### src/common/miu_pkg.sv
// Constants, register indices and carrier types for the maskable interrupt unit
package miu_pkg;
   localparam int DATA_W    = 32;
   localparam int ADDR_W    = 12;
   localparam int WORD_W    = 10;
   localparam int REG_W     = 4;
   localparam int PIN_COUNT = 4;
   localparam int TAP_COUNT = 3;
   localparam int SRC_W     = 8;

   // Register indices; byte address is four times the index
   localparam logic [WORD_W-1:0] IDX_PIN_MASK   = 10'h0e8;
   localparam logic [WORD_W-1:0] IDX_TAP_MASK   = 10'h0eb;
   localparam logic [WORD_W-1:0] IDX_CONV_MASK  = 10'h0ec;
   localparam logic [WORD_W-1:0] IDX_INPUT_FLAG = 10'h0ed;
   localparam logic [WORD_W-1:0] IDX_TAP_FLAG   = 10'h0ef;
   localparam logic [WORD_W-1:0] IDX_CONV_FLAG  = 10'h0f0;
   localparam logic [WORD_W-1:0] IDX_CPU_CTRL   = 10'h0f2;
   localparam logic [WORD_W-1:0] IDX_CPU_STAT   = 10'h0f3;

   // Field positions
   localparam int BIT_TAP_FAST = 0;
   localparam int BIT_TAP_MID  = 1;
   localparam int BIT_TAP_SLOW = 2;
   localparam int BIT_CONV     = 0;
   localparam int BIT_INPUT    = 0;
   localparam int BIT_CTRL_IE   = 0;
   localparam int BIT_CTRL_HALT = 1;
   localparam int BIT_STAT_IE   = 0;
   localparam int BIT_STAT_RUN  = 1;
   localparam int BIT_STAT_BUSY = 2;
   localparam int BIT_STAT_REQ  = 3;
   localparam int VEC_TIMER = 0;
   localparam int VEC_CONV  = 1;
   localparam int VEC_INPUT = 2;
   localparam int VEC_W     = 3;

   // Reset values
   localparam logic [REG_W-1:0] RST_REG = 4'h0;
   localparam logic [REG_W-1:0] RD_ZERO = 4'h0;

   // Vector fetch sequence length in system clocks
   localparam int SEQ_CYCLES = 12;
   localparam int SEQ_CNT_W  = 4;

   typedef struct packed {
      logic                 tap_slow;
      logic                 tap_mid;
      logic                 tap_fast;
      logic                 conv_zero;
      logic [PIN_COUNT-1:0] pins;
   } miu_src_t;

   typedef struct packed {
      logic             req;
      logic             take;
      logic             run;
      logic             busy;
      logic [VEC_W-1:0] vector;
   } miu_cpu_t;
endpackage : miu_pkg

### src/hw/miu_top.sv
// Maskable interrupt unit: factor flags, masks, global enable, halt wake and vector fetch
//
// The APB register port was left to the implementer.
`timescale 1ns/1ps
// What this block does
// - Timer tap falling edges set tap flags
// - Converter count reaching zero sets converter flag
// - Enabled input pin rise sets shared flag
// - Request needs flag, mask and global enable
// - Taking an interrupt clears global enable
// - Flags read-only, cleared by reading them
// - All flags zero after reset
// - Masks read-write, one enables, reset zero
// - Mask bits share flag bit positions
// - Unused register bits read as zero
// - Halt stops CPU clock, a pending masked flag wakes even with global enable clear
// - Vector fetch sequence lasts twelve clocks
module miu_top #(
   parameter int SEQ_LEN = miu_pkg::SEQ_CYCLES
) (
   // Clock, reset and enable
   input  wire logic                         pclk,
   input  wire logic                         presetn,
   input  wire logic                         ce,
   // APB slave
   input  wire logic                         psel,
   input  wire logic                         penable,
   input  wire logic                         pwrite,
   input  wire logic [miu_pkg::ADDR_W-1:0]   paddr,
   input  wire logic [miu_pkg::DATA_W-1:0]   pwdata,
   output logic      [miu_pkg::DATA_W-1:0]   prdata,
   output logic                              pready,
   output logic                              pslverr,
   // Event sources
   input  wire miu_pkg::miu_src_t            src,
   // CPU core side
   output miu_pkg::miu_cpu_t                 cpu
);
   localparam logic [miu_pkg::SEQ_CNT_W-1:0] SEQ_LOAD = miu_pkg::SEQ_CNT_W'(SEQ_LEN);

   // Synchronised sources and their edges
   miu_pkg::miu_src_t           src_s;
   logic [miu_pkg::SRC_W-1:0]   src_rise;
   logic [miu_pkg::SRC_W-1:0]   src_fall;
   miu_pkg::miu_src_t           rise_s;
   miu_pkg::miu_src_t           fall_s;

   miu_sync #(.W(miu_pkg::SRC_W)) u_sync (
      .pclk    (pclk),
      .presetn (presetn),
      .ce      (ce),
      .d       (src),
      .q       (src_s)
   );

   miu_edge #(.W(miu_pkg::SRC_W)) u_edge (
      .pclk    (pclk),
      .presetn (presetn),
      .ce      (ce),
      .lvl     (src_s),
      .rise    (src_rise),
      .fall    (src_fall)
   );

   assign rise_s = src_rise;
   assign fall_s = src_fall;

   // State
   logic [miu_pkg::TAP_COUNT-1:0] tap_flag_r;
   logic [miu_pkg::TAP_COUNT-1:0] tap_mask_r;
   logic                          conv_flag_r;
   logic                          conv_mask_r;
   logic                          input_flag_r;
   logic [miu_pkg::PIN_COUNT-1:0] pin_mask_r;
   logic                          ie_r;
   logic [miu_pkg::SEQ_CNT_W-1:0] seq_cnt_r;

   // Event decode
   logic [miu_pkg::TAP_COUNT-1:0] tap_evt;
   logic [miu_pkg::PIN_COUNT-1:0] pin_evt;
   logic                          conv_evt;
   logic                          input_evt;

   assign tap_evt[miu_pkg::BIT_TAP_SLOW] = fall_s.tap_slow;
   assign tap_evt[miu_pkg::BIT_TAP_MID]  = fall_s.tap_mid;
   assign tap_evt[miu_pkg::BIT_TAP_FAST] = fall_s.tap_fast;
   assign conv_evt  = rise_s.conv_zero;
   for (genvar i = 0; i < miu_pkg::PIN_COUNT; i++) begin : g_pin
      assign pin_evt[i] = rise_s.pins[i] & pin_mask_r[i];
   end
   assign input_evt = |pin_evt;

   // APB decode
   logic [miu_pkg::WORD_W-1:0] word;
   logic aligned, acc_first, acc_done, wr_done, rd_done;
   logic sel_pin_m, sel_tap_m, sel_conv_m, sel_in_f, sel_tap_f, sel_conv_f, sel_ctrl, sel_stat;
   logic hit;
   logic [miu_pkg::REG_W-1:0] rd_val;

   assign word      = paddr[miu_pkg::ADDR_W-1:2];
   assign aligned   = (paddr[1:0] == 2'h0);
   assign acc_first = psel & penable & ~pready;
   assign acc_done  = psel & penable & pready;
   assign wr_done   = acc_done & pwrite & ~pslverr;
   assign rd_done   = acc_done & ~pwrite & ~pslverr;

   assign sel_pin_m  = aligned & (word == miu_pkg::IDX_PIN_MASK);
   assign sel_tap_m  = aligned & (word == miu_pkg::IDX_TAP_MASK);
   assign sel_conv_m = aligned & (word == miu_pkg::IDX_CONV_MASK);
   assign sel_in_f   = aligned & (word == miu_pkg::IDX_INPUT_FLAG);
   assign sel_tap_f  = aligned & (word == miu_pkg::IDX_TAP_FLAG);
   assign sel_conv_f = aligned & (word == miu_pkg::IDX_CONV_FLAG);
   assign sel_ctrl   = aligned & (word == miu_pkg::IDX_CPU_CTRL);
   assign sel_stat   = aligned & (word == miu_pkg::IDX_CPU_STAT);
   assign hit = sel_pin_m | sel_tap_m | sel_conv_m | sel_in_f | sel_tap_f | sel_conv_f
              | sel_ctrl | sel_stat;

   // Read mux; unused positions stay zero
   assign rd_val = sel_pin_m  ? pin_mask_r
                 : sel_tap_m  ? {1'b0, tap_mask_r}
                 : sel_conv_m ? {3'h0, conv_mask_r}
                 : sel_in_f   ? {3'h0, input_flag_r}
                 : sel_tap_f  ? {1'b0, tap_flag_r}
                 : sel_conv_f ? {3'h0, conv_flag_r}
                 : sel_ctrl   ? {2'h0, ~cpu.run, ie_r}
                 : sel_stat   ? {cpu.req, cpu.busy, cpu.run, ie_r}
                 : miu_pkg::RD_ZERO;

   // Only bits that the answer actually showed as set are cleared
   logic [miu_pkg::TAP_COUNT-1:0] tap_clr;
   logic conv_clr, input_clr;
   assign tap_clr   = (rd_done & sel_tap_f) ? prdata[miu_pkg::TAP_COUNT-1:0] : '0;
   assign conv_clr  = rd_done & sel_conv_f & prdata[miu_pkg::BIT_CONV];
   assign input_clr = rd_done & sel_in_f & prdata[miu_pkg::BIT_INPUT];

   // Set wins over clear
   logic [miu_pkg::TAP_COUNT-1:0] tap_flag_nxt;
   logic conv_flag_nxt, input_flag_nxt;
   assign tap_flag_nxt   = (tap_flag_r & ~tap_clr) | tap_evt;
   assign conv_flag_nxt  = (conv_flag_r & ~conv_clr) | conv_evt;
   assign input_flag_nxt = (input_flag_r & ~input_clr) | input_evt;

   // Pending sources and request
   logic [miu_pkg::VEC_W-1:0] pend;
   logic any_pend, req_w, busy_w, take_w, halt_wr, ie_wr, ie_nxt, run_nxt;
   logic [miu_pkg::SEQ_CNT_W-1:0] seq_cnt_nxt;

   assign pend[miu_pkg::VEC_TIMER] = |(tap_flag_r & tap_mask_r);
   assign pend[miu_pkg::VEC_CONV]  = conv_flag_r & conv_mask_r;
   assign pend[miu_pkg::VEC_INPUT] = input_flag_r & (|pin_mask_r);
   assign any_pend = |pend;
   assign req_w    = any_pend & ie_r;
   assign busy_w   = (seq_cnt_r != '0);
   assign take_w   = req_w & ~busy_w & cpu.run;
   assign halt_wr  = wr_done & sel_ctrl & pwdata[miu_pkg::BIT_CTRL_HALT];
   assign ie_wr    = wr_done & sel_ctrl;
   assign ie_nxt   = take_w ? 1'b0
                   : ie_wr  ? pwdata[miu_pkg::BIT_CTRL_IE]
                   : ie_r;
   assign run_nxt  = any_pend ? 1'b1 : halt_wr ? 1'b0 : cpu.run;
   assign seq_cnt_nxt = take_w ? SEQ_LOAD
                      : busy_w ? seq_cnt_r - 1'b1
                      : seq_cnt_r;

   // Flags and masks
   always_ff @(posedge pclk or negedge presetn) begin
      if (!presetn) begin
         tap_flag_r   <= '0;
         conv_flag_r  <= 1'b0;
         input_flag_r <= 1'b0;
         tap_mask_r   <= '0;
         conv_mask_r  <= 1'b0;
         pin_mask_r   <= miu_pkg::RST_REG;
      end else if (ce) begin
         tap_flag_r   <= tap_flag_nxt;
         conv_flag_r  <= conv_flag_nxt;
         input_flag_r <= input_flag_nxt;
         if (wr_done && sel_pin_m)
            pin_mask_r <= pwdata[miu_pkg::REG_W-1:0];
         if (wr_done && sel_tap_m)
            tap_mask_r <= pwdata[miu_pkg::TAP_COUNT-1:0];
         if (wr_done && sel_conv_m)
            conv_mask_r <= pwdata[miu_pkg::BIT_CONV];
      end
   end

   // CPU side
   always_ff @(posedge pclk or negedge presetn) begin
      if (!presetn) begin
         ie_r       <= 1'b0;
         seq_cnt_r  <= '0;
         cpu.req    <= 1'b0;
         cpu.take   <= 1'b0;
         cpu.run    <= 1'b1;
         cpu.busy   <= 1'b0;
         cpu.vector <= '0;
      end else if (ce) begin
         ie_r      <= ie_nxt;
         seq_cnt_r <= seq_cnt_nxt;
         cpu.req   <= req_w;
         cpu.take  <= take_w;
         cpu.run   <= run_nxt;
         cpu.busy  <= (seq_cnt_nxt != '0);
         if (take_w)
            cpu.vector <= pend;
      end
   end

   // APB answer: one wait state, then registered data
   always_ff @(posedge pclk or negedge presetn) begin
      if (!presetn) begin
         pready  <= 1'b0;
         pslverr <= 1'b0;
         prdata  <= '0;
      end else if (ce) begin
         pready <= acc_first;
         if (acc_first) begin
            pslverr <= ~hit;
            prdata  <= {{(miu_pkg::DATA_W-miu_pkg::REG_W){1'b0}}, rd_val};
         end
      end
   end

   // Length of the current run of busy cycles, for the fetch length check
   localparam logic [miu_pkg::SEQ_CNT_W:0] BUSY_LEN = (miu_pkg::SEQ_CNT_W+1)'(SEQ_LEN);
   logic [miu_pkg::SEQ_CNT_W:0] busy_run_r;

   always_ff @(posedge pclk or negedge presetn) begin
      if (!presetn)
         busy_run_r <= '0;
      else if (ce)
         busy_run_r <= cpu.busy ? busy_run_r + 1'b1 : '0;
   end
endmodule : miu_top

### src/hw/miu_sync.sv
// Two-stage synchroniser for a bus of independent levels
`timescale 1ns/1ps
module miu_sync #(
   parameter int W = 8
) (
   // Clock and reset
   input  wire logic         pclk,
   input  wire logic         presetn,
   input  wire logic         ce,
   // Levels
   input  wire logic [W-1:0] d,
   output logic      [W-1:0] q
);
   logic [W-1:0] meta_r;

   always_ff @(posedge pclk or negedge presetn) begin
      if (!presetn) begin
         meta_r <= '0;
         q      <= '0;
      end else if (ce) begin
         meta_r <= d;
         q      <= meta_r;
      end
   end
endmodule : miu_sync

### src/hw/miu_edge.sv
// Per-bit rise and fall detector on synchronised levels
`timescale 1ns/1ps
module miu_edge #(
   parameter int W = 8
) (
   // Clock and reset
   input  wire logic         pclk,
   input  wire logic         presetn,
   input  wire logic         ce,
   // Levels and edges
   input  wire logic [W-1:0] lvl,
   output logic      [W-1:0] rise,
   output logic      [W-1:0] fall
);
   logic [W-1:0] prev_r;

   always_ff @(posedge pclk or negedge presetn) begin
      if (!presetn)
         prev_r <= '0;
      else if (ce)
         prev_r <= lvl;
   end

   for (genvar i = 0; i < W; i++) begin : g_bit
      assign rise[i] = lvl[i] & ~prev_r[i];
      assign fall[i] = ~lvl[i] & prev_r[i];
   end
endmodule : miu_edge

### config.mk
export PLATFORM = sky130hd
export DESIGN_NAME = miu_top
export DESIGN_NICKNAME = d
export VERILOG_FILES = /design/src/common/miu_pkg.sv /design/src/hw/miu_top.sv /design/src/hw/miu_sync.sv /design/src/hw/miu_edge.sv
export SDC_FILE = /design/constraint.sdc
export NUM_CORES = 1
export LEC_CHECK = 0
export ABC_CLOCK_PERIOD_IN_PS = 3200
export BUFFER_PORTS_ARGS = -buffer_cell sky130_fd_sc_hd__buf_2
export CAP_MARGIN = 20
export CORE_MARGIN = 1.5
export CORE_UTILIZATION = 45
export DETAILED_ROUTE_END_ITERATION = 10
export PLACE_DENSITY_LB_ADDON = 0.25
export SLEW_MARGIN = 20
export SYNTH_ARGS = -nofsm -noshare
export SYNTH_HDL_FRONTEND = slang
export SYNTH_SLANG_ARGS = --single-unit
### constraint.sdc
create_clock -name pclk -period 3.2 [get_ports pclk]
set_input_delay 0.8 -clock pclk [delete_from_list [all_inputs] [get_ports pclk]]
set_output_delay 0.8 -clock pclk [all_outputs]
set_load 0.05 [all_outputs]
==> results.md <==
- Status: complete, no violations
- Final max-slew violation count: 0
- Number of levels in the clock H-tree: 2
- Tightest Pin Transition: 0.586 ns
- Inserted Clock Buffers: 5
- Sum of internal, switching and leakage power: 1.60 mW
- Number of diodes added for antenna fixing: 0
- Final-report hold violation count: 0
- Routed wirelength normalized by instance count: 14.6 um
- Critical path class: in -> reg
- First drt pass iteration count: 4
- Post-Route Skew: 0.0125 ns
- Seq/Total Area, Yosys: 48.5%
- Required time at the worst-slack endpoint: 3.39 ns
- Clk buf depth: 2
- Chip Height: 82.5 um
- Final setup violation count: 0
- Post-route cell area: 3110 um2
- Proportion of layout cells with a drive suffix above 1: 27.0%
- Number of buffers inserted for hold repair after clock tree synthesis: 0
- Most frequent cell after synthesis: sky130_fd_sc_hd__dfrtp_1
- Final period util: 80.4%
- Die width: 82.5 um
- Largest cells by area after synthesis: sky130_fd_sc_hd__dfrtp_1 48%, sky130_fd_sc_hd__mux2_2 11%, sky130_fd_sc_hd__buf_4 7.4%
- Remaining DRCs: 0
- Cell Area, Placed: 3020 um2
- DRC violation total after the first TritonRoute iteration: 113
- Die area: 6800 um2
- P_sw: 0.540 mW
- Most instantiated flip-flop cell in the synthesis netlist: sky130_fd_sc_hd__dfrtp_1
- Synthesis-to-finish area growth: 9.38%
- Largest area contributor in the netlist: sky130_fd_sc_hd__dfrtp_1
- Total via count after detailed routing: 2,111
- Distinct cells, synth: 51
- Clk slew on worst S/H paths: 0.10 ns
- Crit. Startpoint: paddr[1]
- R2r setup slk: 0.93 ns
- Share of the core filled with cells: 51.6%
- Crit path max-delay cell type: sky130_fd_sc_hd__or4_1
- Top cell types by occurrence after synthesis: 54 x sky130_fd_sc_hd__dfrtp_1, 35 x sky130_fd_sc_hd__nand2_1, 28 x sky130_fd_sc_hd__buf_4
- # Post-CTS Setup Buffers: 0
- Combinational Power Share: 24.1%
- FP Rows: 28
- Quantity of I/O buffers inserted on ports: 42
- Mapped Area: 2840 um2
- Class of the tightest hold or removal check: in -> async
- Shortest period the worst path allows: 2.57 ns
- Largest driver fanout on the critical path: 10
- Via count of the first global-routing pass: 1,959
- Detailed placement HPWL: 4280 um
- Final-layout setup total negative slack: 0 ns
- Worst flop-to-flop path startpoint: seq_cnt_r[0]
- Worst-case vdd ir drop: 323 uV
- Post-CTS Resized: 0
- Sum of buffers and inverters on the critical path: 1
- Kind of capture point of the worst setup path: flip-flop
- Synthesized instance count: 277
- Number of max-cap violations: 0
- Clock net sink count: 55
- Worst path arrival time: 2.76 ns
- Final global-route overflow total: 0
- Slowest stage delay, CP: 0.66 ns
- Max-Slew Margin vs Limit: 60.4%
- Cell family with the largest share of critical-path delay: simple AND/OR/NAND/NOR gates
- Core area: 6030 um2
- Internal Pwr Total: 1.06 mW
- Share of synthesized flip-flops with an asynchronous set or reset: 100%
- TritonCTS clock tree: done
- Series of cell instances along the critical path: buf_2, or3b_1, or4_1, nor4_4, mux2_2
- Count of yosys warnings during synthesis: 0
- Power share of the clock group: 23.5%
- Reported leakage power: 1.43 nW
- Number of flops mapped to enable cells by yosys: 0
- Final WS setup: 0.627 ns
- Later-pin clock latency in the skew report: 0.31 ns
- Unrepaired setup endpoints after global routing: false
- Wire length of the first global-routing pass: 9630 um
- Mean Syn Cell Area: 10.3 um2
- DRT Wirelength: 5770 um
- Highest clock rate: 389 MHz
- Starting Density: 47.2%
- Global-route total usage across every layer: 18.9%
- Sw frac: 33.7%
- Power density over the cells: 515 nW/um2
- Worst R2R Path Depth: 7
- Cell at the root of the clock tree: sky130_fd_sc_hd__clkbuf_8
- Proportion of power drawn by flip-flops and latches: 52.4%
- Number of I/O pins: 99
- Antenna violations before repair: 0
- Final weighted congestion in routability-driven placement: 0.912
- Top cell type's share of synthesized area: 47.6%
- Startpoint type of the worst setup path: primary input
- Pre-CTS WS: 0.348 ns
- Pin count of the biggest net entering global routing: 50
- Mean number of vias per cell: 5.36
- Flops & latches, synth: 55
- Antenna-violating nets left: 0
- NumNets Final: 378
- Worst flop-to-flop path endpoint: ie_r
## cell usage in the layout, fill, tap and decap left out, drive strengths merged, types with 2 or more instances in the layout
| cell | netlist | routed |
|---|---|---|
| a21oi | 3 | 3 |
| nand2b | 4 | 4 |
| a32o | 4 | 4 |
| a31oi | 5 | 5 |
| clkbuf | 7 | 5 |
| mux2 | 27 | 27 |
| conb | 1 | 28 |
| nor2 | 13 | 13 |
| o2111ai | 3 | 3 |
| buf | 31 | 46 |
| o21ai | 19 | 19 |
| a22o | 2 | 2 |
| nand4 | 3 | 3 |
| or4 | 2 | 2 |
| inv | 13 | 14 |
| nor3 | 4 | 4 |
| or3 | 2 | 2 |
| nand3b | 3 | 3 |
| a211oi | 2 | 2 |
| dfrtp | 54 | 54 |
| or3b | 3 | 3 |
| nor4 | 4 | 4 |
| nor3b | 3 | 3 |
| nand2 | 35 | 35 |
| nand3 | 9 | 9 |
## metrics by stage
stage | hold slack [ns] | cells
after floorplan | 0.449 | 304
final | 0.401 | 394
after detailed placement | 0.469 | 387
after global routing | 0.424 | 394
after global placement | 0.462 | 387
after CTS | 0.411 | 394
## registers in the layout, summed over array words and instances, names as in the netlist
register and flops:
input_flag_r 1, pslverr 1, u_sync.q 8, prdata 4
tap_flag_r 3, tap_mask_r 3, cpu 7, pready 1
ie_r 1, conv_mask_r 1, u_edge.prev_r 8, pin_mask_r 4
u_sync.meta_r 8, conv_flag_r 1, seq_cnt_r 4
## routing by layer
layer | global-route usage [%] | up-vias | routed length (um)
li1 | - | 1016 | -
met1 | 26.2 | 999 | 2760
met2 | 28.7 | 83 | 2510
met3 | 3.85 | 13 | 307
met4 | 7.80 | 0 | 186
met5 | 0 | - | 0
## how the worst max path moves through the flow
stage                     slack (ns)       endpoint  cells after the start
after floorplan                 0.66  tap_mask_r[0]                      5
after global placement          0.33  tap_mask_r[1]                      5
after detailed placement        0.35  tap_mask_r[0]                      5
after CTS                       0.65  tap_mask_r[0]                      5
after global routing            0.56  tap_mask_r[0]                      5
final                           0.63  tap_mask_r[0]                      5
## logic make-up after synthesis
logic type | synth area share, %
AND/OR/NAND/NOR | 16.6
flip-flops | 48.5
AO/OA/AOI/OAI | 12.3
buffers and inverters | 10.7
multiplexers | 11.1
adder cells (fa/ha/maj) | 0.440
other | 0.132
XOR/XNOR | 0.308
## final cells by class
class / count / area (um2)
clock inverter: 2 / 17.5
timing repair buffer: 46 / 240
fill: 569 / 2920
inverter: 13 / 48.8
tap: 75 / 93.8
multi-input combinational: 198 / 1260
clock buffer: 5 / 68.8
sequential: 55 / 1380
## power by group through the flow
stage / clock (mW) / combinational [mW] / sequential, mW
2_1_floorplan: 0 / 0.288 / 0.877
3_3_place_gp: 0 / 0.378 / 0.848
3_5_place_dp: 0 / 0.389 / 0.852
4_1_cts: 0.390 / 0.390 / 0.838
5_1_grt: 0.418 / 0.434 / 0.852
6_report: 0.375 / 0.386 / 0.838
No activity file was read; power rests on OpenSTA's default activity.
